--- config.mk ---
export PLATFORM = sky130hd
export DESIGN_NAME = sar_adc_ctl
export DESIGN_NICKNAME = d
export VERILOG_FILES = /design/src/core/adc_ctl_pkg.sv /design/src/core/sar_engine.sv /design/src/core/sar_adc_ctl.sv
export SDC_FILE = /design/constraint.sdc
export NUM_CORES = 1
export LEC_CHECK = 0
export BUFFER_PORTS_ARGS = -buffer_cell sky130_fd_sc_hd__buf_2
export CELL_PAD_IN_SITES_DETAIL_PLACEMENT = 2
export CELL_PAD_IN_SITES_GLOBAL_PLACEMENT = 2
export CORE_UTILIZATION = 38
export DETAILED_ROUTE_END_ITERATION = 10
export GPL_TIMING_DRIVEN = 0
export PLACE_DENSITY_LB_ADDON = 0.1
export SKIP_LAST_GASP = 1
export SYNTH_ARGS = -nofsm -noshare
export SYNTH_HDL_FRONTEND = slang
export SYNTH_HIERARCHICAL = 1
export SYNTH_SLANG_ARGS = --single-unit
--- constraint.sdc ---
create_clock -name CLK -period 3 [get_ports CLK]
set_input_delay 0.15 -clock CLK [delete_from_list [all_inputs] [get_ports CLK]]
set_output_delay 0.15 -clock CLK [all_outputs]
set_load 0.05 [all_outputs]
--- src/core/adc_ctl_pkg.sv ---
// constants for the converter control block: register map, field
// positions, reset values, trigger codes and rate limits.
// assumes a 16-bit register port and a 10 MHz system clock.
package adc_ctl_pkg;

  // ==========================================================
  // register port
  localparam int AW = 4;
  localparam int DW = 16;
  localparam logic [3:0] OFF_CTRL_FIRST = 4'h0;
  localparam logic [3:0] OFF_CTRL_SECOND = 4'h1;
  localparam logic [3:0] OFF_CTRL_THIRD = 4'h2;
  localparam logic [3:0] OFF_PIN_LOW = 4'h3;
  localparam logic [3:0] OFF_PIN_HIGH = 4'h4;
  localparam logic [3:0] OFF_CH_SELECT = 4'h5;
  localparam logic [3:0] OFF_DMA_LEN = 4'h6;
  localparam logic [3:0] OFF_STATUS = 4'h7;
  localparam logic [3:0] OFF_RESULT = 4'h8;

  // ==========================================================
  // writable masks and reset values
  localparam logic [15:0] MASK_CTRL_FIRST = 16'hB7EC;
  localparam logic [15:0] MASK_CTRL_SECOND = 16'hE33C;
  localparam logic [15:0] MASK_CTRL_THIRD = 16'h1FFF;
  localparam logic [15:0] RST_CTRL = 16'h0000;
  localparam logic [15:0] RST_PIN = 16'h0000;
  localparam logic [3:0] RST_CH_SELECT = 4'h0;
  localparam logic [2:0] RST_DMA_LEN = 3'h0;

  // ==========================================================
  // field positions
  localparam int B_ON = 15;
  localparam int B_BUILD = 12;
  localparam int B_RES = 10;
  localparam int B_FORM = 8;
  localparam int B_SSRC = 5;
  localparam int B_SIMSAM = 3;
  localparam int B_ASAM = 2;
  localparam int B_SAMP = 1;
  localparam int B_DONE = 0;
  localparam int B_VREF = 13;
  localparam int B_CHPS = 8;
  localparam int B_PER_IRQ = 2;
  localparam int B_SAMC = 8;
  localparam int B_ADCS = 0;
  localparam int B_IRQ = 0;
  localparam int B_OVR = 1;
  localparam int B_PEND = 2;

  // ==========================================================
  // codes
  localparam logic [2:0] TRIG_SOFT = 3'h0;
  localparam logic [2:0] TRIG_EXT_PIN = 3'h1;
  localparam logic [2:0] TRIG_TMR_A = 3'h2;
  localparam logic [2:0] TRIG_TMR_B = 3'h4;
  localparam logic [2:0] TRIG_AUTO = 3'h7;
  localparam logic [1:0] FMT_SIGNED = 2'h1;
  localparam int N_INPUTS = 13;
  localparam int N_SH = 4;
  localparam int RES12_BITS = 12;
  localparam logic [3:0] MSB_10 = 4'h9;
  localparam logic [3:0] MSB_12 = 4'hB;

  // ==========================================================
  // rate limits
  localparam int CLK_KHZ = 10000;
  localparam int RATE10_KSPS = 1100;
  localparam int RATE12_KSPS = 500;
  localparam logic [4:0] MIN_PERIOD_10 =
    5'((CLK_KHZ + RATE10_KSPS - 1) / RATE10_KSPS);
  localparam logic [4:0] MIN_PERIOD_12 =
    5'((CLK_KHZ + RATE12_KSPS - 1) / RATE12_KSPS);

  typedef enum logic [1:0] {
    ST_IDLE = 2'b00,
    ST_SAMPLE = 2'b01,
    ST_CONV = 2'b10
  } state_t;

endpackage

--- src/core/sar_engine.sv ---
// successive-approximation bit engine: one bit trial per conversion
// clock period. assumes an external comparator that is high when the
// held input is at or above the trial code on the DAC.
`timescale 1ns/1ps
`default_nettype none

module sar_engine (
  input wire logic clk,
  input wire logic rst_n,
  input wire logic start,
  input wire logic twelve,
  input wire logic [7:0] tad_div,
  input wire logic comp,
  output logic busy,
  output logic done,
  output logic [11:0] code,
  output logic [11:0] result
);
  import adc_ctl_pkg::*;

  // ==========================================================
  // trial sequencing
  logic [7:0] tad_cnt;
  logic [3:0] bit_idx;
  wire [3:0] msb = twelve ? MSB_12 : MSB_10;
  wire [11:0] bit_mask = 12'h001 << bit_idx;
  wire [11:0] kept = comp ? code : (code & ~bit_mask);
  wire [11:0] next_code = kept | (bit_mask >> 1);
  wire trial_end = busy && (tad_cnt == 8'h00);

  always_ff @(posedge clk or negedge rst_n) begin
    if (!rst_n) begin
      busy <= 1'b0;
      done <= 1'b0;
      tad_cnt <= 8'h00;
      bit_idx <= 4'h0;
      code <= 12'h000;
      result <= 12'h000;
    end else begin
      done <= 1'b0;
      if (start && !busy) begin
        busy <= 1'b1;
        tad_cnt <= tad_div;
        bit_idx <= msb;
        code <= 12'h001 << msb;
      end else if (busy) begin
        tad_cnt <= trial_end ? tad_div : tad_cnt - 8'h01;
        if (trial_end) begin
          // lsb decided: close out, park the dac at zero
          if (bit_idx == 4'h0) begin
            busy <= 1'b0;
            done <= 1'b1;
            result <= kept;
            code <= 12'h000;
          end else begin
            bit_idx <= bit_idx - 4'h1;
            code <= next_code;
          end
        end
      end
    end
  end

endmodule // sar_engine

`default_nettype wire

--- src/core/sar_adc_ctl.sv ---
// control logic of a 10/12-bit successive-approximation converter:
// registers, sample sequencing, result format, interrupt flag and
// dma request. assumes external analog mux, s/h, dac and comparator.
`timescale 1ns/1ps
`default_nettype none

// Contract
// - resolution select bit picks 10-bit four s/h, default, or 12-bit one s/h
// - 10-bit mode samples up to four inputs simultaneously
// - 12-bit mode uses one s/h, converts one channel at a time
// - rate capped at 1.1 Msps 10-bit and 500 ksps 12-bit; 10-bit starts are held 10 clocks apart, 1 Msps at 10 MHz
// - input mux reaches analog inputs 0 to 12; reference inputs selectable
// - reference source chosen by second control bits 15:13
// - conversion clock derived from third control bits 7:0
// - second control bits 9:8 set number of s/h channels used
// - sequence set by first control bits 7:5 and third bits 12:8
// - result format chosen by first control bits 9:8
// - each interrupt flag setting raises one dma transfer request unless a request is still pending
// - samples-per-interrupt sets how often dma pointer advances
// - build bit set gives dma the sequential buffer address
// - build bit clear gives scatter/gather address from input and size
// - samples-per-interrupt sets conversions per interrupt flag
module sar_adc_ctl (
  input wire logic CLK,
  input wire logic RST_N,
  input wire logic [adc_ctl_pkg::AW-1:0] ADDR,
  input wire logic [adc_ctl_pkg::DW-1:0] WDATA,
  input wire logic WR,
  input wire logic RD,
  output logic [adc_ctl_pkg::DW-1:0] RDATA,
  input wire logic COMP,
  output logic [adc_ctl_pkg::RES12_BITS-1:0] DAC_CODE,
  output logic [adc_ctl_pkg::N_SH-1:0] SH_SAMPLE,
  output logic [3:0] MUX_INPUT,
  output logic [1:0] SH_ROUTE,
  output logic [2:0] VREF_SEL,
  output logic [adc_ctl_pkg::N_INPUTS-1:0] PIN_ANALOG,
  input wire logic TRIG_EXT,
  input wire logic TRIG_TIMER_A,
  input wire logic TRIG_TIMER_B,
  output logic IRQ_FLAG,
  output logic DMA_REQ,
  input wire logic DMA_ACK,
  output logic [10:0] DMA_ADDR,
  output logic [adc_ctl_pkg::DW-1:0] DMA_DATA
);
  import adc_ctl_pkg::*;

  // ==========================================================
  // registers
  logic [15:0] ctrl_first;
  logic [15:0] ctrl_second;
  logic [15:0] ctrl_third;
  logic [15:0] pin_low;
  logic [15:0] pin_high;
  logic [3:0] ch0_sel;
  logic [2:0] dma_len;
  logic samp;
  logic done_bit;
  logic overrun;
  logic [15:0] result;
  state_t st;
  state_t next_st;

  // ==========================================================
  // field views
  wire adon = ctrl_first[B_ON];
  wire build_order = ctrl_first[B_BUILD];
  wire res12 = ctrl_first[B_RES];
  wire [1:0] form = ctrl_first[B_FORM +: 2];
  wire [2:0] ssrc = ctrl_first[B_SSRC +: 3];
  wire asam = ctrl_first[B_ASAM];
  wire simsam_eff = ctrl_first[B_SIMSAM] & ~res12;
  wire [1:0] chps = ctrl_second[B_CHPS +: 2];
  wire [3:0] per_irq = ctrl_second[B_PER_IRQ +: 4];
  wire [4:0] samc = ctrl_third[B_SAMC +: 5];
  wire [7:0] adcs = ctrl_third[B_ADCS +: 8];

  // ==========================================================
  // register port decode
  wire wr_first = WR && (ADDR == OFF_CTRL_FIRST);
  wire wr_second = WR && (ADDR == OFF_CTRL_SECOND);
  wire wr_third = WR && (ADDR == OFF_CTRL_THIRD);
  wire wr_pin_low = WR && (ADDR == OFF_PIN_LOW);
  wire wr_pin_high = WR && (ADDR == OFF_PIN_HIGH);
  wire wr_ch_sel = WR && (ADDR == OFF_CH_SELECT);
  wire wr_dma_len = WR && (ADDR == OFF_DMA_LEN);
  wire wr_status = WR && (ADDR == OFF_STATUS);

  // resolution select is frozen while the converter runs, so a careless
  // write cannot flip the s/h layout under a live sequence
  wire [15:0] first_wr = (WDATA & MASK_CTRL_FIRST & ~16'h0400)
    | ((adon ? ctrl_first : WDATA) & 16'h0400);
  // simultaneous sampling reads zero in 12-bit mode
  wire [15:0] first_rd = (ctrl_first
    & ~({15'h0000, res12} << B_SIMSAM))
    | ({15'h0000, samp} << B_SAMP) | ({15'h0000, done_bit} << B_DONE);
  wire [15:0] status_rd = {13'h0000, DMA_REQ, overrun, IRQ_FLAG};
  wire [15:0] rd_mux =
    (ADDR == OFF_CTRL_FIRST) ? first_rd :
    (ADDR == OFF_CTRL_SECOND) ? ctrl_second :
    (ADDR == OFF_CTRL_THIRD) ? ctrl_third :
    (ADDR == OFF_PIN_LOW) ? pin_low :
    (ADDR == OFF_PIN_HIGH) ? pin_high :
    (ADDR == OFF_CH_SELECT) ? {12'h000, ch0_sel} :
    (ADDR == OFF_DMA_LEN) ? {13'h0000, dma_len} :
    (ADDR == OFF_STATUS) ? status_rd :
    (ADDR == OFF_RESULT) ? result : 16'h0000;

  always_ff @(posedge CLK or negedge RST_N) begin
    if (!RST_N) begin
      RDATA <= 16'h0000;
    end else begin
      RDATA <= RD ? rd_mux : 16'h0000;
    end
  end

  always_ff @(posedge CLK or negedge RST_N) begin
    if (!RST_N) begin
      ctrl_first <= RST_CTRL;
      ctrl_second <= RST_CTRL;
      ctrl_third <= RST_CTRL;
      pin_low <= RST_PIN;
      pin_high <= RST_PIN;
      ch0_sel <= RST_CH_SELECT;
      dma_len <= RST_DMA_LEN;
    end else begin
      if (wr_first) ctrl_first <= first_wr;
      if (wr_second) ctrl_second <= WDATA & MASK_CTRL_SECOND;
      if (wr_third) ctrl_third <= WDATA & MASK_CTRL_THIRD;
      if (wr_pin_low) pin_low <= WDATA;
      if (wr_pin_high) pin_high <= WDATA;
      // out-of-range input numbers are clamped to the last input
      if (wr_ch_sel) ch0_sel <= (WDATA[3:0] > 4'hC) ? 4'hC : WDATA[3:0];
      if (wr_dma_len) dma_len <= WDATA[2:0];
    end
  end

  // a clear bit marks an analog pin
  assign PIN_ANALOG = ~pin_low[N_INPUTS-1:0];
  assign VREF_SEL = ctrl_second[B_VREF +: 3];

  // ==========================================================
  // conversion clock and sampling time
  logic [7:0] tad_cnt;
  logic [4:0] samp_tads;
  logic ext_prev;
  wire tad_tick = (tad_cnt == 8'h00);
  wire [4:0] samc_eff = (samc == 5'h00) ? 5'h01 : samc;
  wire auto_end = (samp_tads == samc_eff);
  wire ext_rise = TRIG_EXT && !ext_prev;
  wire sw_end = wr_first && !WDATA[B_SAMP] && samp;
  wire trig_sel =
    (ssrc == TRIG_SOFT) ? sw_end :
    (ssrc == TRIG_EXT_PIN) ? ext_rise :
    (ssrc == TRIG_TMR_A) ? TRIG_TIMER_A :
    (ssrc == TRIG_TMR_B) ? TRIG_TIMER_B :
    (ssrc == TRIG_AUTO) ? auto_end : 1'b0;
  wire trig_end = (st == ST_SAMPLE) && trig_sel;

  always_ff @(posedge CLK or negedge RST_N) begin
    if (!RST_N) begin
      tad_cnt <= 8'h00;
      samp_tads <= 5'h00;
      ext_prev <= 1'b0;
    end else begin
      ext_prev <= TRIG_EXT;
      tad_cnt <= tad_tick ? adcs : tad_cnt - 8'h01;
      if (st != ST_SAMPLE) samp_tads <= 5'h00;
      else if (tad_tick && !auto_end) samp_tads <= samp_tads + 5'h01;
    end
  end

  // ==========================================================
  // channel sequencing
  logic [1:0] ch_k;
  logic [3:0] cur_input;
  logic [4:0] rate_cnt;
  logic eng_busy;
  logic eng_done;
  logic [11:0] eng_result;
  wire [1:0] last_k = res12 ? 2'h0 :
    (chps == 2'h0) ? 2'h0 : (chps == 2'h1) ? 2'h1 : 2'h3;
  wire last_ch = (ch_k == last_k);
  wire conv_done = (st == ST_CONV) && eng_done;
  wire rate_ok = (rate_cnt == 5'h00);
  wire eng_start = (st == ST_CONV) && !eng_busy && !eng_done && rate_ok;
  wire auto_restart = asam && adon
    && ((st == ST_IDLE) || (conv_done && last_ch));
  wire [3:0] inc_input = (cur_input == 4'hC) ? 4'h0 : cur_input + 4'h1;
  wire next_samp = !adon ? 1'b0 : trig_end ? 1'b0 :
    auto_restart ? 1'b1 : wr_first ? WDATA[B_SAMP] : samp;

  always_comb begin
    next_st = st;
    unique case (st)
      ST_IDLE: if (adon && samp) next_st = ST_SAMPLE;
      ST_SAMPLE: begin
        if (!adon) next_st = ST_IDLE;
        else if (trig_end) next_st = ST_CONV;
      end
      ST_CONV: begin
        if (!adon) next_st = ST_IDLE;
        else if (conv_done && last_ch) next_st = asam ? ST_SAMPLE : ST_IDLE;
      end
      default: next_st = ST_IDLE;
    endcase
  end

  always_ff @(posedge CLK or negedge RST_N) begin
    if (!RST_N) begin
      st <= ST_IDLE;
      samp <= 1'b0;
      ch_k <= 2'h0;
      cur_input <= 4'h0;
      rate_cnt <= 5'h00;
    end else begin
      st <= next_st;
      samp <= next_samp;
      if (trig_end) begin
        ch_k <= 2'h0;
        cur_input <= ch0_sel;
      end else if (conv_done && !last_ch) begin
        ch_k <= ch_k + 2'h1;
        cur_input <= inc_input;
      end
      // spacing between conversion starts bounds the sample rate
      if (eng_start)
        rate_cnt <= (res12 ? MIN_PERIOD_12 : MIN_PERIOD_10) - 5'h01;
      else if (!rate_ok)
        rate_cnt <= rate_cnt - 5'h01;
    end
  end

  assign MUX_INPUT = cur_input;
  assign SH_ROUTE = ch_k;

  // simultaneous: all s/h hold at the trigger; otherwise each keeps
  // tracking until its own conversion begins
  genvar gi;
  generate
    for (gi = 0; gi < N_SH; gi++) begin : g_sh
      wire in_use = (2'(gi) <= last_k);
      assign SH_SAMPLE[gi] = in_use && ((st == ST_SAMPLE)
        || (st == ST_CONV && !simsam_eff && (2'(gi) > ch_k)));
    end
  endgenerate

  sar_engine u_engine (
    .clk(CLK),
    .rst_n(RST_N),
    .start(eng_start),
    .twelve(res12),
    .tad_div(adcs),
    .comp(COMP),
    .busy(eng_busy),
    .done(eng_done),
    .code(DAC_CODE),
    .result(eng_result)
  );

  // ==========================================================
  // result format
  wire [15:0] fmt_int = {4'h0, eng_result};
  wire [15:0] fmt_s10 = {{7{~eng_result[9]}}, eng_result[8:0]};
  wire [15:0] fmt_s12 = {{5{~eng_result[11]}}, eng_result[10:0]};
  wire [15:0] formatted = (form == FMT_SIGNED)
    ? (res12 ? fmt_s12 : fmt_s10) : fmt_int;

  // ==========================================================
  // interrupt flag and dma request
  logic [3:0] conv_cnt;
  logic [6:0] ptr;
  wire pending = DMA_REQ && !DMA_ACK;
  wire flag_event = conv_done && (conv_cnt == per_irq);
  wire [10:0] len_mask = (11'h001 << dma_len) - 11'h001;
  wire [10:0] sg_addr = ({7'h00, cur_input} << dma_len)
    | ({4'h0, ptr} & len_mask);
  wire [10:0] seq_addr = {4'h0, ptr};
  wire [10:0] next_addr = build_order ? seq_addr : sg_addr;

  always_ff @(posedge CLK or negedge RST_N) begin
    if (!RST_N) begin
      done_bit <= 1'b0;
      IRQ_FLAG <= 1'b0;
      overrun <= 1'b0;
      result <= 16'h0000;
      conv_cnt <= 4'h0;
      ptr <= 7'h00;
      DMA_REQ <= 1'b0;
      DMA_ADDR <= 11'h000;
    end else begin
      // hardware set wins over a software clear in the same cycle
      if (conv_done && last_ch) done_bit <= 1'b1;
      else if (eng_start) done_bit <= 1'b0;
      else if (wr_first && !WDATA[B_DONE]) done_bit <= 1'b0;
      if (flag_event) IRQ_FLAG <= 1'b1;
      else if (wr_status && !WDATA[B_IRQ]) IRQ_FLAG <= 1'b0;
      if (conv_done && pending) overrun <= 1'b1;
      else if (wr_status && !WDATA[B_OVR]) overrun <= 1'b0;
      // a held result is not overwritten while dma still owes it
      if (conv_done && !pending) result <= formatted;
      if (conv_done) conv_cnt <= (conv_cnt == per_irq) ? 4'h0
        : conv_cnt + 4'h1;
      if (flag_event && !pending) begin
        DMA_REQ <= 1'b1;
        DMA_ADDR <= next_addr;
        ptr <= ptr + 7'h01;
      end else if (DMA_REQ && DMA_ACK) begin
        DMA_REQ <= 1'b0;
      end
      if (!adon) conv_cnt <= 4'h0;
    end
  end

  assign DMA_DATA = result;

endmodule // sar_adc_ctl

`default_nettype wire

After elaboration in Yosys (flattened, before gate mapping):

Index checks and enable logic that the tools add are counted.

* output and inout port bits: 83
* word-level logic and storage cells: 255
* register bits after elaboration: 201
* bits of input ports: 29

* mux-type cells: 79
* bitwise gates (word level): 16
* $add $sub $neg: 11
* shift operators: 4
* equal/unequal tests: 28
* $lt $le $gt $ge: 9
* reductions and logical operators: 78

Operator list (number)
* 2-to-1 mux 16 bit: 12
* 2-to-1 mux 12 bit: 5
* 2-to-1 mux 4 bit: 11
* logical AND 1 bit: 42
* 2-to-1 mux 8 bit: 4
* 2-to-1 mux 5 bit: 6
* 2-to-1 mux 1 bit: 27
* left shift 1 x 4 -> 12 bit, first input constant: 2
* 2-to-1 mux 11 bit: 2
* 2-to-1 mux 2 bit: 11
* bitwise AND 16 bit: 1
* equality test 4 x 3 -> 1 bit, second input constant: 4
* logical NOT 8 bit: 2
* NOT 4 -> 16 bit: 1
* bitwise OR 16 x 1 -> 16 bit: 1
* bitwise OR 16 x 11 -> 16 bit: 1
* bitwise OR 16 x 2 -> 16 bit: 1
* subtractor 8 x 1 -> 8 bit, second input constant: 2
* nonzero test 2 bit: 7
* NOT 13 bit: 1
* bitwise AND 12 bit: 1
* NOT 12 bit: 1
* bitwise OR 12 x 11 -> 12 bit: 1
* bitwise AND 7 x 11 -> 11 bit: 1
* other kinds (43): 78

Depth between registers and ports, before layout:

Gate-level depths: netlist of the first run.

* depth in word-level cells: 12
* mapped depth: 10
* depth with buffers taken out: 9

Modules after synthesis:

Netlist of the first run, hierarchy kept.

By module, submodules not included
* sar_adc_ctl: area an instance 7925.1 sq um, instances 1, cells each 784
* sar_engine: area an instance 2058.2 sq um, instances 1, cells each 210

Worst setup path before layout of the first run:

OpenSTA, ideal clock, no wires.

* path type: register to register
* start point: register rate_cnt[0]
* end point: register u_engine.code[3]
* setup time: 0.126 ns
* arrival time: 2.228 ns
* slack: 0.646 ns
* stages on the path, launching flop included: 7
* path buffers: 1
* required time: 2.874 ns
* cell sequence: dfrtp_1 or4_1 nor3_1 nor2b_1 a21oi_2 buf_6 a221o_1

* cells in the longest elaborated chain, start to end: 5
* elaborated cells on any way between the ends: 7
* those cells by class: mux: 1; reduce/logical: 6

Ends and longest elaborated chain
* start: declaration: RTL line sar_adc_ctl.sv:178 `logic [4:0] rate_cnt;`
* start signal: assignment: RTL line sar_adc_ctl.sv:229 `rate_cnt <= (res12 ? MIN_PERIOD_12 : MIN_PERIOD_10) - 5'h01;`
* start signal: assignment: RTL line sar_adc_ctl.sv:231 `rate_cnt <= rate_cnt - 5'h01;`
* logical NOT 5 bit *: RTL line sar_adc_ctl.sv:186 `wire rate_ok = (rate_cnt == 5'h00);`
* logical AND 1 bit *: RTL line sar_adc_ctl.sv:187 `wire eng_start = (st == ST_CONV) && !eng_busy && !eng_done && rate_ok;`
* net eng_start: RTL line sar_adc_ctl.sv:187
* logical AND 1 bit *: RTL line sar_engine.sv:41 `if (start && !busy) begin`
* nonzero test 2 bit (no line)
* AND reduction 2 bit (no line)
* end signal: assignment: RTL line sar_engine.sv:45 `code <= 12'h001 << msb;`
* end signal: assignment: RTL line sar_engine.sv:57 `code <= next_code;`
* end: declaration: RTL line sar_engine.sv:16 `output logic [11:0] code,`

Mark *: on every way through the listed nets, which the timed path passes. The rest lies on a longest branch.
A chain may end at the register's enable or synchronous reset.

Final worst setup path of the first run:

* start point: register st[1]
* end point: register u_engine.code[3]

* cells in the longest elaborated chain, start to end: 7
* elaborated cells on any way between the ends: 9
* those cells by class: eq/ne: 1; mux: 1; reduce/logical: 7

Ends and longest elaborated chain
* start: declaration: RTL line sar_adc_ctl.sv:62 `state_t st;`
* start signal: assignment: RTL line sar_adc_ctl.sv:218 `st <= next_st;`
* equality test 2 bit *: RTL line sar_adc_ctl.sv:187
* logical AND 1 bit * (3 in series): RTL line sar_adc_ctl.sv:187
* net eng_start: RTL line sar_adc_ctl.sv:187
* logical AND 1 bit *: RTL line sar_engine.sv:41
* nonzero test 2 bit (no line)
* AND reduction 2 bit (no line)

Marked as above.

==> results of run 1 <==
logic make-up after synthesis:
logic type / Yosys count / synth area share [%]
AOI/OAI and AO/OA: 267 / 17.07
xor gates and xnor gates: 20 / 1.755
buffers and inverters: 113 / 5.076
adders and majority gates: 18 / 2.256
and+or+nand+nor: 289 / 14.93
DFF: 193 / 48.38
muxes: 94 / 10.54
stage by stage:
| step | utilization [%] | setup TNS, ns |
|---|---|---|
| 4_1_cts | 45.56 | 0 |
| 3_3_place_gp | 42.96 | -310.57 |
| 3_5_place_dp | 43.10 | -0.3184 |
| 2_1_floorplan | - | 0 |
| 6_report | 45.57 | 0 |
| 5_1_grt | 45.56 | 0 |
what timing repair did:
item                                   4_1_cts  5_1_grt
hold buffers                                 5        0
gates resized for setup                      1        0
endpoints found under the hold margin      123        0
setup endpoints to repair                   11        0
registers in the layout, indices dropped and copies added (netlist names), 5 cells and up:
signal	cells
rate_cnt	5
pin_low	16
u_engine/tad_cnt	8
ctrl_third	13
tad_cnt	8
RDATA	16
DMA_DATA	13
ctrl_second	9
ctrl_first	11
pin_high	16
samp_tads	5
u_engine/result	12
ptr	7
DMA_ADDR	11
u_engine/code	12
synthesized netlist by cell type, drive strengths merged, types with 9 or more instances:
| cell type | count | area share [%] |
|---|---|---|
| a21oi | 62 | 3.1 |
| a22oi | 11 | 0.83 |
| a31oi | 10 | 0.63 |
| and3 | 9 | 0.56 |
| buf | 32 | 2.0 |
| clkbuf | 30 | 1.1 |
| dfrtp | 193 | 48 |
| ha | 18 | 2.3 |
| inv | 51 | 1.9 |
| mux2 | 79 | 8.9 |
| mux2i | 14 | 1.4 |
| nand2 | 91 | 3.5 |
| nand2b | 16 | 1.0 |
| nand3 | 28 | 1.5 |
| nand4 | 10 | 0.63 |
| nor2 | 53 | 2.0 |
| nor2b | 19 | 1.2 |
| nor3 | 16 | 0.85 |
| o21ai | 87 | 4.4 |
| o31ai | 10 | 0.75 |
| xnor2 | 14 | 1.2 |
final cells by class:
cell class / count / area (sq um)
inverters: 51 / 191.4
multi-input cells: 688 / 4652
repair buffers: 115 / 633.1
diodes: 1 / 2.502
well taps: 330 / 412.9
fillers: 2750 / 13860
flip-flops and latches: 193 / 4830
clock buffers: 21 / 440.4
clock inverters: 11 / 130.1
plain buffers: 62 / 315.3
power by group through the flow:
stage	combinational (mW)	sequential, mW	clock (mW)
2_1_floorplan	1.75	3.78	0
3_3_place_gp	2.63	3.73	0
3_5_place_dp	2.72	3.75	0
4_1_cts	2.77	3.71	2.34
5_1_grt	3.02	3.79	2.43
6_report	2.75	3.72	2.30
worst paths after layout:
check	startpoint	to
max in group asynchronous	RST_N	rate_cnt[1]
setup reg to reg	st[1]	u_engine/code[3]
min in group asynchronous	RST_N	ctrl_second[14]
hold / removal	WDATA[13]	ctrl_second[13]
setup / recovery	st[1]	u_engine/code[3]
hold reg to reg	DMA_ADDR[10]	DMA_ADDR[10]
per-layer routing:
layer / vias up / part of all wire [%]
met5: - / 0
met4: 0 / 2.5
met3: 50 / 4.1
met2: 213 / 50
met1: 4457 / 44
li1: 3827 / -
==> impl_metrics.toml, run 1 <==
[status]
outcome = "completed"

[place]
place_ws_ns = -0.08872
io_buffer_count = 109
dp_cells = 1434
place_area_sq_um = 10980
gp_congestion = 0.8479
post-dp-hpwl_um = 25810

[sta]
tightest_slew_ns = 1.014
post-route-period-util_pct = 91.96
setup_viol = 0
setup_ws_ns = 0.2411
fmax_mhz = 362.5
fin_skew_ns = 0.01700
hold_viol = 0
maxSlewViolCount = 0
rsz0062_at_grt = "no"
fin_crit_ns = 2.759
relSlewSlack_pct = 31.80
hold_slack_ns = 0.01439

[drt]
drt_iter0_drc = 545
wl_per_cell_um = 24.25
ant_nets = 0
remaining_drc_errors = 0
firstDrtPassIters = 7
via_per_inst = 5.806
routed-via-count = 8547
drt_wl_total_um = 35700

[floorplan]
core_sq_um = 25470
pin_count = 112
dieHeight_um = 164.1
row_count = 58
initial_utilization_pct = 39.19
fp.dieW_um = 164.1
dieArea_sq_um = 26920

[final_layout]
fin_area_sq_um = 11610
layout-drive-gt1-share_pct = 22.79
final_cell_count_no_fill = 1472
final_cell_mix = "dfrtp_1 (193), buf_2 (120), nand2_1 (89)"
final_common_cell = "dfrtp_1"
nets = 1175
areaGrowthSynthToFinish_pct = 16.27

[cts]
cts-root-buf = "clkbuf_16"
cts_buffer_depth = 2
cts_sinks = 193
cts_buffers = 17
tritoncts = "built"
path_clk_slew_ns = 0.08
h-tree-depth = 4
cts_setup_buffers = 0
clk_latency_ns = 0.44

[flow_run]
cap_violations = 0

[synth]
ys.warnings.count = 6
ys_types = 76
synth.avg_cell_area_sq_um = 10.04
async_flop_share_pct = 100.0
synthFlopType = "dfrtp_1"
synth-edff-count = 0
syn-num-nets = 1041
synth-seq-cells = 193
syn_inst = 994
synth_area_sq_um = 9983
yosysSeqAreaShare_pct = 48.38

[power_and_ir_drop]
p_comb_share_pct = 31.3
p_int_mw = 5.313
clockPowerShare_pct = 26.2
vdd_ir_drop_max_mv = 0.3963
leakage_nw = 5.273
design_power_total_mw = 8.771
seqPwrFrac_pct = 42.5
p_switching_mw = 3.458
switching_share_pct = 39.43
powerDensity_nw_per_um2 = 755.6

[global_routing]
grt_start_max_net_pins = 118
track_usage_pct = 27.71
grt_overflow = 0
gr-max-usage-layer = "met2"
use_met1_pct = 35.78
grt_pass1_vias = 9261
antenna_found_initial = 0
grt_pass1_wl_um = 55550
gr-usage-met2_pct = 47.58
use_met3_pct = 3.990

[critical_path]
required_ns = 3.32
critPathSlowestCell = "nor3_2"
path_cells = "clkbuf_1 > nand2b_1 > or3_1 > nor3_2 > nor2b_1 > a21oi_2 > buf_6 > a221o_1"
path_delay_family = "simple AND/OR/NAND/NOR gates"
crit_path_max_incr_delay_ns = 0.54
endpoint_kind = "flop"
cp_num_buf_inv = 2
path_max_fanout = 10
critPathKind = "flop to flop"
cp_data_arrival_time_ns = 3.07
start_kind = "flop"
r2r_slack_ns = 0.24
path_depth = 8
worst-r2r-cell-count = 8

[hold_path]
hold_depth = 2
min_path_type = "input pin to flop"
(Power assumes the default switching activity.)
==> run 2: changes to the inputs <==
Settings changed: PLACE_DENSITY from default to 0.9, PLACE_DENSITY_LB_ADDON 0.1 to default.
==> impl_metrics.toml, run 2 (synthesis results as in run 1) <==
[power_and_ir_drop]
p_switching_mw = 3.789
design_power_total_mw = 9.049
leakage_nw = 5.300
p_int_mw = 5.261
p_comb_share_pct = 32.3
seqPwrFrac_pct = 41.8
clockPowerShare_pct = 25.9
powerDensity_nw_per_um2 = 775.6
switching_share_pct = 41.87
vdd_ir_drop_max_mv = 0.3245

[global_routing]
track_usage_pct = 30.73
grt_start_max_net_pins = 100
antenna_found_initial = 3
grt_pass1_vias = 10060
grt_overflow = 0
grt_pass1_wl_um = 61540

[final_layout]
multi_input_area_sq_um = 4658
layout-drive-gt1-share_pct = 22.97
nFillCells = 2675
seqCellArea_sq_um = 4830
final_cell_mix = "dfrtp_1 (193), buf_2 (120), nand2_1 (89)"
areaGrowthSynthToFinish_pct = 16.87
final_common_cell = "dfrtp_1"
top_regs = "RDATA: 16 flops, pin_high: 16 flops, pin_low: 16 flops"
nets = 1179

[flow_run]
cap_violations = 0

[sta]
fin_skew_ns = 0.01740
hold_viol = 0
fmax_mhz = 377.0
tightest_slew_ns = 1.049
setup_viol = 0
rsz0062_at_grt = "no"
fin_crit_ns = 2.653
fin_tns_setup_ns = 0
maxSlewViolCount = 0
post-route-period-util_pct = 88.43
relSlewSlack_pct = 29.42

[floorplan]
fp.dieW_um = 164.1
dieArea_sq_um = 26920
pin_count = 112
initial_utilization_pct = 39.19
core_sq_um = 25470
row_count = 58
dieHeight_um = 164.1

[status]
outcome = "completed"

[critical_path]
required_ns = 3.32
crit_path_max_incr_delay_ns = 0.41
critPathSlowestCell = "or3_1"
path_cells = "clkbuf_1 > nand2b_1 > or3_1 > nor3_4 > a21oi_1 > ha_1 > nand2_1 > nor2_1 > a211oi_1 > a311oi_1"
endpoint_kind = "flop"
path_delay_family = "simple AND/OR/NAND/NOR gates"
cp_data_arrival_time_ns = 2.97
cp_num_buf_inv = 1
critPathKind = "flop to flop"
path_max_fanout = 8
start_kind = "flop"

[drt]
drt_iter0_drc = 738
wl_per_cell_um = 27.43
drt_wl_total_um = 40520
ant_nets = 0
remaining_drc_errors = 0
routed-via-count = 9168
via_per_inst = 6.207
firstDrtPassIters = 5

[place]
io_buffer_count = 109
post-dp-hpwl_um = 27750
gp_congestion = 0.8963

[cts]
path_clk_slew_ns = 0.07
cts_sinks = 193
cts_buffer_depth = 2
h-tree-depth = 4
clk_latency_ns = 0.46
cts-root-buf = "clkbuf_16"
tritoncts = "built"
cts_buffers = 17
cts_setup_buffers = 0

[hold_path]
min_path_type = "input pin to flop"
## run 2: changes by cell type in the layout (fill, tap and decap cells not counted), sizes merged
cell,before,now
dlygate4sd3,5,9
clkbuf,51,48
inv,53,56
clkinvlp,1,2
diode,1,2
bufinv,2,1
## run 2: power by group through the flow
stage | registers [mW] | logic [mW] | clock network [mW]
4_1_cts | 3.75 | 2.91 | 2.36
6_report | 3.78 | 2.93 | 2.34
3_5_place_dp | 3.76 | 2.79 | 0
5_1_grt | 3.83 | 3.14 | 2.45
2_1_floorplan | 3.78 | 1.75 | 0
3_3_place_gp | 3.70 | 2.59 | 0
## run 2: repair_timing
| action | 4_1_cts | 5_1_grt |
|---|---|---|
| cloned | 0 | 0 |
| setup endpoints to repair | 10 | 1 |
| hold endpoints to repair | 111 | 0 |
| gates resized for setup | 1 | 1 |
| hold buffers | 9 | 0 |
## run 2: worst reg2reg max path, cell delays in order (launching register included)
cell and delay [ns]:
dfrtp_1 0.32, clkbuf_1 0.25, nand2b_1 0.15, or3_1 0.41, nor3_4 0.38, a21oi_1 0.18
ha_1 0.28, nand2_1 0.08, nor2_1 0.05, a211oi_1 0.33, a311oi_1 0.08
## run 2: area by class of cell
| cell class | count | area share, % |
|---|---|---|
| Tap cell | 330 | 3.539 |
| Multi-Input combinational cell | 688 | 39.93 |
| Clock buffer | 18 | 3.678 |
| Inverter | 51 | 1.641 |
| Timing Repair Buffer | 119 | 5.769 |
| Clock inverter | 14 | 1.308 |
| Buffer | 62 | 2.702 |
| Antenna cell | 2 | 0.04290 |
| Sequential cell | 193 | 41.39 |
## run 2: through the flow
| stage | cells | area, sq um | setup slack [ns] | utilization (%) | hold WS (ns) |
|---|---|---|---|---|---|
| 4_1_cts | 1475 | 11660 | 0.1698 | 45.76 | 0.02638 |
| 6_report | 1477 | 11670 | 0.3472 | 45.81 | 0.03344 |
| 3_3_place_gp | 1433 | 10940 | -1.490 | 42.96 | 0.2726 |
| 5_1_grt | 1476 | 11660 | 0.1114 | 45.80 | 0.04219 |
| 3_5_place_dp | 1434 | 10980 | 0.03321 | 43.10 | 0.2371 |
| 2_1_floorplan | 994 | 9983 | 0.6458 | - | -0.1456 |
## run 2: final timing paths
check	start	endpoint	slack, ns	cells after the start
setup reg to reg	st[1]	rate_cnt[4]	0.35	10
setup / recovery	st[1]	rate_cnt[4]	0.35	10
hold reg to reg	DMA_ADDR[9]	DMA_ADDR[9]	0.49	2
hold / removal	WDATA[15]	ctrl_second[15]	0.03	2
min in group asynchronous	RST_N	ptr[1]	0.29	2
max in group asynchronous	RST_N	samp_tads[3]	1.73	3
## run 2: per-layer routing
| metal | share of wire (%) | vias up | track usage, % |
|---|---|---|---|
| met5 | 0 | - | 0 |
| li1 | - | 3838 | - |
| met1 | 40 | 4846 | 37.44 |
| met3 | 5.5 | 106 | 4.773 |
| met2 | 50 | 378 | 52.78 |
| met4 | 4.3 | 0 | 15.03 |
==> run 3: changes to the inputs <==
Settings changed: ABC_AREA from default to 1, CORE_UTILIZATION 38 to 35.
==> impl_metrics.toml, run 3 <==
[synth]
synth_top_cell_by_area = "dfrtp_1"
synth_area_sq_um = 9762
synthTopCellsByCount = "nand2_1 (342), dfrtp_1 (193), o21ai_0 (133)"
synth.avg_cell_area_sq_um = 8.115
synth-seq-cells = 193
synth-edff-count = 0
yosysSeqAreaShare_pct = 49.47
synthFlopType = "dfrtp_1"
synth.most_common_cell = "nand2_1"
ys.warnings.count = 6
syn-num-nets = 1250
ys_top_cells_by_area = "dfrtp_1 (49%), nand2_1 (13%), o21ai_0 (6.8%), inv_1 (4.8%), nand3_1 (3.0%)"
async_flop_share_pct = 100.0
syn_inst = 1203
ys_types = 50
yosysTopAreaCellShare_pct = 49.47

[drt]
drt_iter0_drc = 564
firstDrtPassIters = 5
remaining_drc_errors = 0
wl_per_cell_um = 22.36
via_per_inst = 5.381
routed-via-count = 9287
ant_nets = 0
drt_wl_total_um = 38590

[sta]
fin_crit_ns = 2.520
relSlewSlack_pct = 49.21
rsz0062_at_grt = "no"
fin_skew_ns = 0.02029
setup_viol = 0
maxSlewViolCount = 0
tightest_slew_ns = 0.7619
fmax_mhz = 396.8
hold_viol = 0
post-route-period-util_pct = 84.01

[power_and_ir_drop]
powerDensity_nw_per_um2 = 783.7
design_power_total_mw = 9.014
vdd_ir_drop_max_mv = 0.4343
leakage_nw = 5.900

[global_routing]
grt_pass1_wl_um = 60650
grt_pass1_vias = 10520
antenna_found_initial = 1
grt_start_max_net_pins = 106
track_usage_pct = 28.10
grt_overflow = 0

[cts]
cts-root-buf = "clkbuf_16"
cts_sinks = 193
tritoncts = "built"
path_clk_slew_ns = 0.08
cts_buffer_depth = 2
cts_setup_buffers = 0
clk_latency_ns = 0.47
cts_buffers = 17
h-tree-depth = 4

[floorplan]
dieHeight_um = 169.0
row_count = 60
core_sq_um = 27180
dieArea_sq_um = 28560
fp.dieW_um = 169.0
initial_utilization_pct = 35.92
pin_count = 112

[place]
post-dp-hpwl_um = 27230
place_area_sq_um = 10810
io_buffer_count = 109
dp_cells = 1685
gp_congestion = 0.8857

[critical_path]
required_ns = 2.85
cp_num_buf_inv = 3
critPathSlowestCell = "nor2_1"
worst-r2r-cell-count = 11
startpoint = "st[0]"
timing.rr.start = "rate_cnt[1]"
reg2reg_to = "rate_cnt[4]"
path_cells = "inv_2 > nor2_1 > inv_1 > a21oi_1 > buf_2"
crit_path_max_incr_delay_ns = 0.56
cp_data_arrival_time_ns = 2.37
cp-endpoint = "SH_SAMPLE[2]"
critPathKind = "flop to primary output"
r2r_slack_ns = 0.57
endpoint_kind = "primary output"
path_depth = 5
start_kind = "flop"
path_max_fanout = 7
path_delay_family = "buffers and inverters"

[final_layout]
layout-drive-gt1-share_pct = 17.37
nets = 1387
final_cell_mix = "nand2_1 (342), dfrtp_1 (193), o21ai_0 (133)"
areaGrowthSynthToFinish_pct = 17.83
top_regs = "RDATA: 16 flops, pin_high: 16 flops, pin_low: 16 flops"
final_cell_count_no_fill = 1726
final_common_cell = "nand2_1"
fin_area_sq_um = 11500

[flow_run]
cap_violations = 0

[status]
outcome = "completed"

[hold_path]
min_path_type = "input pin to flop"
run 3: cells by family after synthesis:
kind of cell	Yosys count	share of synthesized area [%]
and+or+nand+nor	533	23.75
AOI/OAI and AO/OA	250	14.09
DFF	193	49.47
buffers and inverters	187	8.408
xor gates and xnor gates	22	1.974
adders and majority gates	18	2.307
run 3: stage by stage:
| step | setup slack [ns] | util [%] | hold WS, ns | TNS, ns |
|---|---|---|---|---|
| 5_1_grt | 0.3746 | 42.32 | 0.01477 | 0 |
| 6_report | 0.4797 | 42.33 | 0.02339 | 0 |
| 4_1_cts | 0.4259 | 42.32 | 0.01349 | 0 |
| 3_3_place_gp | -1.578 | 39.64 | 0.2764 | -301.62 |
| 2_1_floorplan | 0.4174 | - | -0.1456 | 0 |
| 3_5_place_dp | 0.8113 | 39.78 | 0.2172 | 0 |
run 3: how the worst min path moves through the flow:
stage / endpoint / startpoint / depth (start not counted)
global placement: ext_prev / TRIG_EXT / 1
floorplan: DMA_ADDR[0] / RST_N / 0
CTS: ctrl_first[7] / WDATA[7] / 3
detailed placement: samp_tads[2] / RST_N / 1
finish: overrun / WDATA[1] / 3
global route: ctrl_first[7] / WDATA[7] / 3
run 3: timing repair:
item	4_1_cts	5_1_grt
hold buffers	8	0
resized for setup	0	0
endpoints found under the hold margin	96	0
run 3: where the power goes:
group,internal (mW),switching (mW),total (mW)
Clock,1.14,1.28,2.42
Sequential,3.12,0.541,3.66
Combinational,0.831,2.10,2.93
run 3: final cells by class:
class                           instances  area (sq um)
Timing Repair Buffer                  118         663.1
Antenna cell                            1         2.502
Fill cell                            3102         15670
Buffer                                 38         246.5
Tap cell                              372         465.4
Clock buffer                           17         425.4
Multi-Input combinational cell        823          4111
Sequential cell                       193          4830
Inverter                              149         574.3
Clock inverter                         15         183.9
run 3: routing by layer:
metal	track usage (%)	share of wire (%)	vias up
li1	-	-	4158
met4	12.06	3.2	0
met1	32.43	40	4791
met3	4.746	4.5	74
met2	51.10	52	264
met5	0	0	-
run 3: worst reg2reg max path, cell delays in order (launching register included):
cell and delay (ns):
dfrtp_1 0.41, nor3_1 0.32, nand3_1 0.27, nor2_4 0.23, nand2_1 0.15, o21ai_0 0.17, ha_1 0.23, nand3_1 0.14
nor2_1 0.20, nand2_1 0.08, nand2_1 0.07, nor2_1 0.04
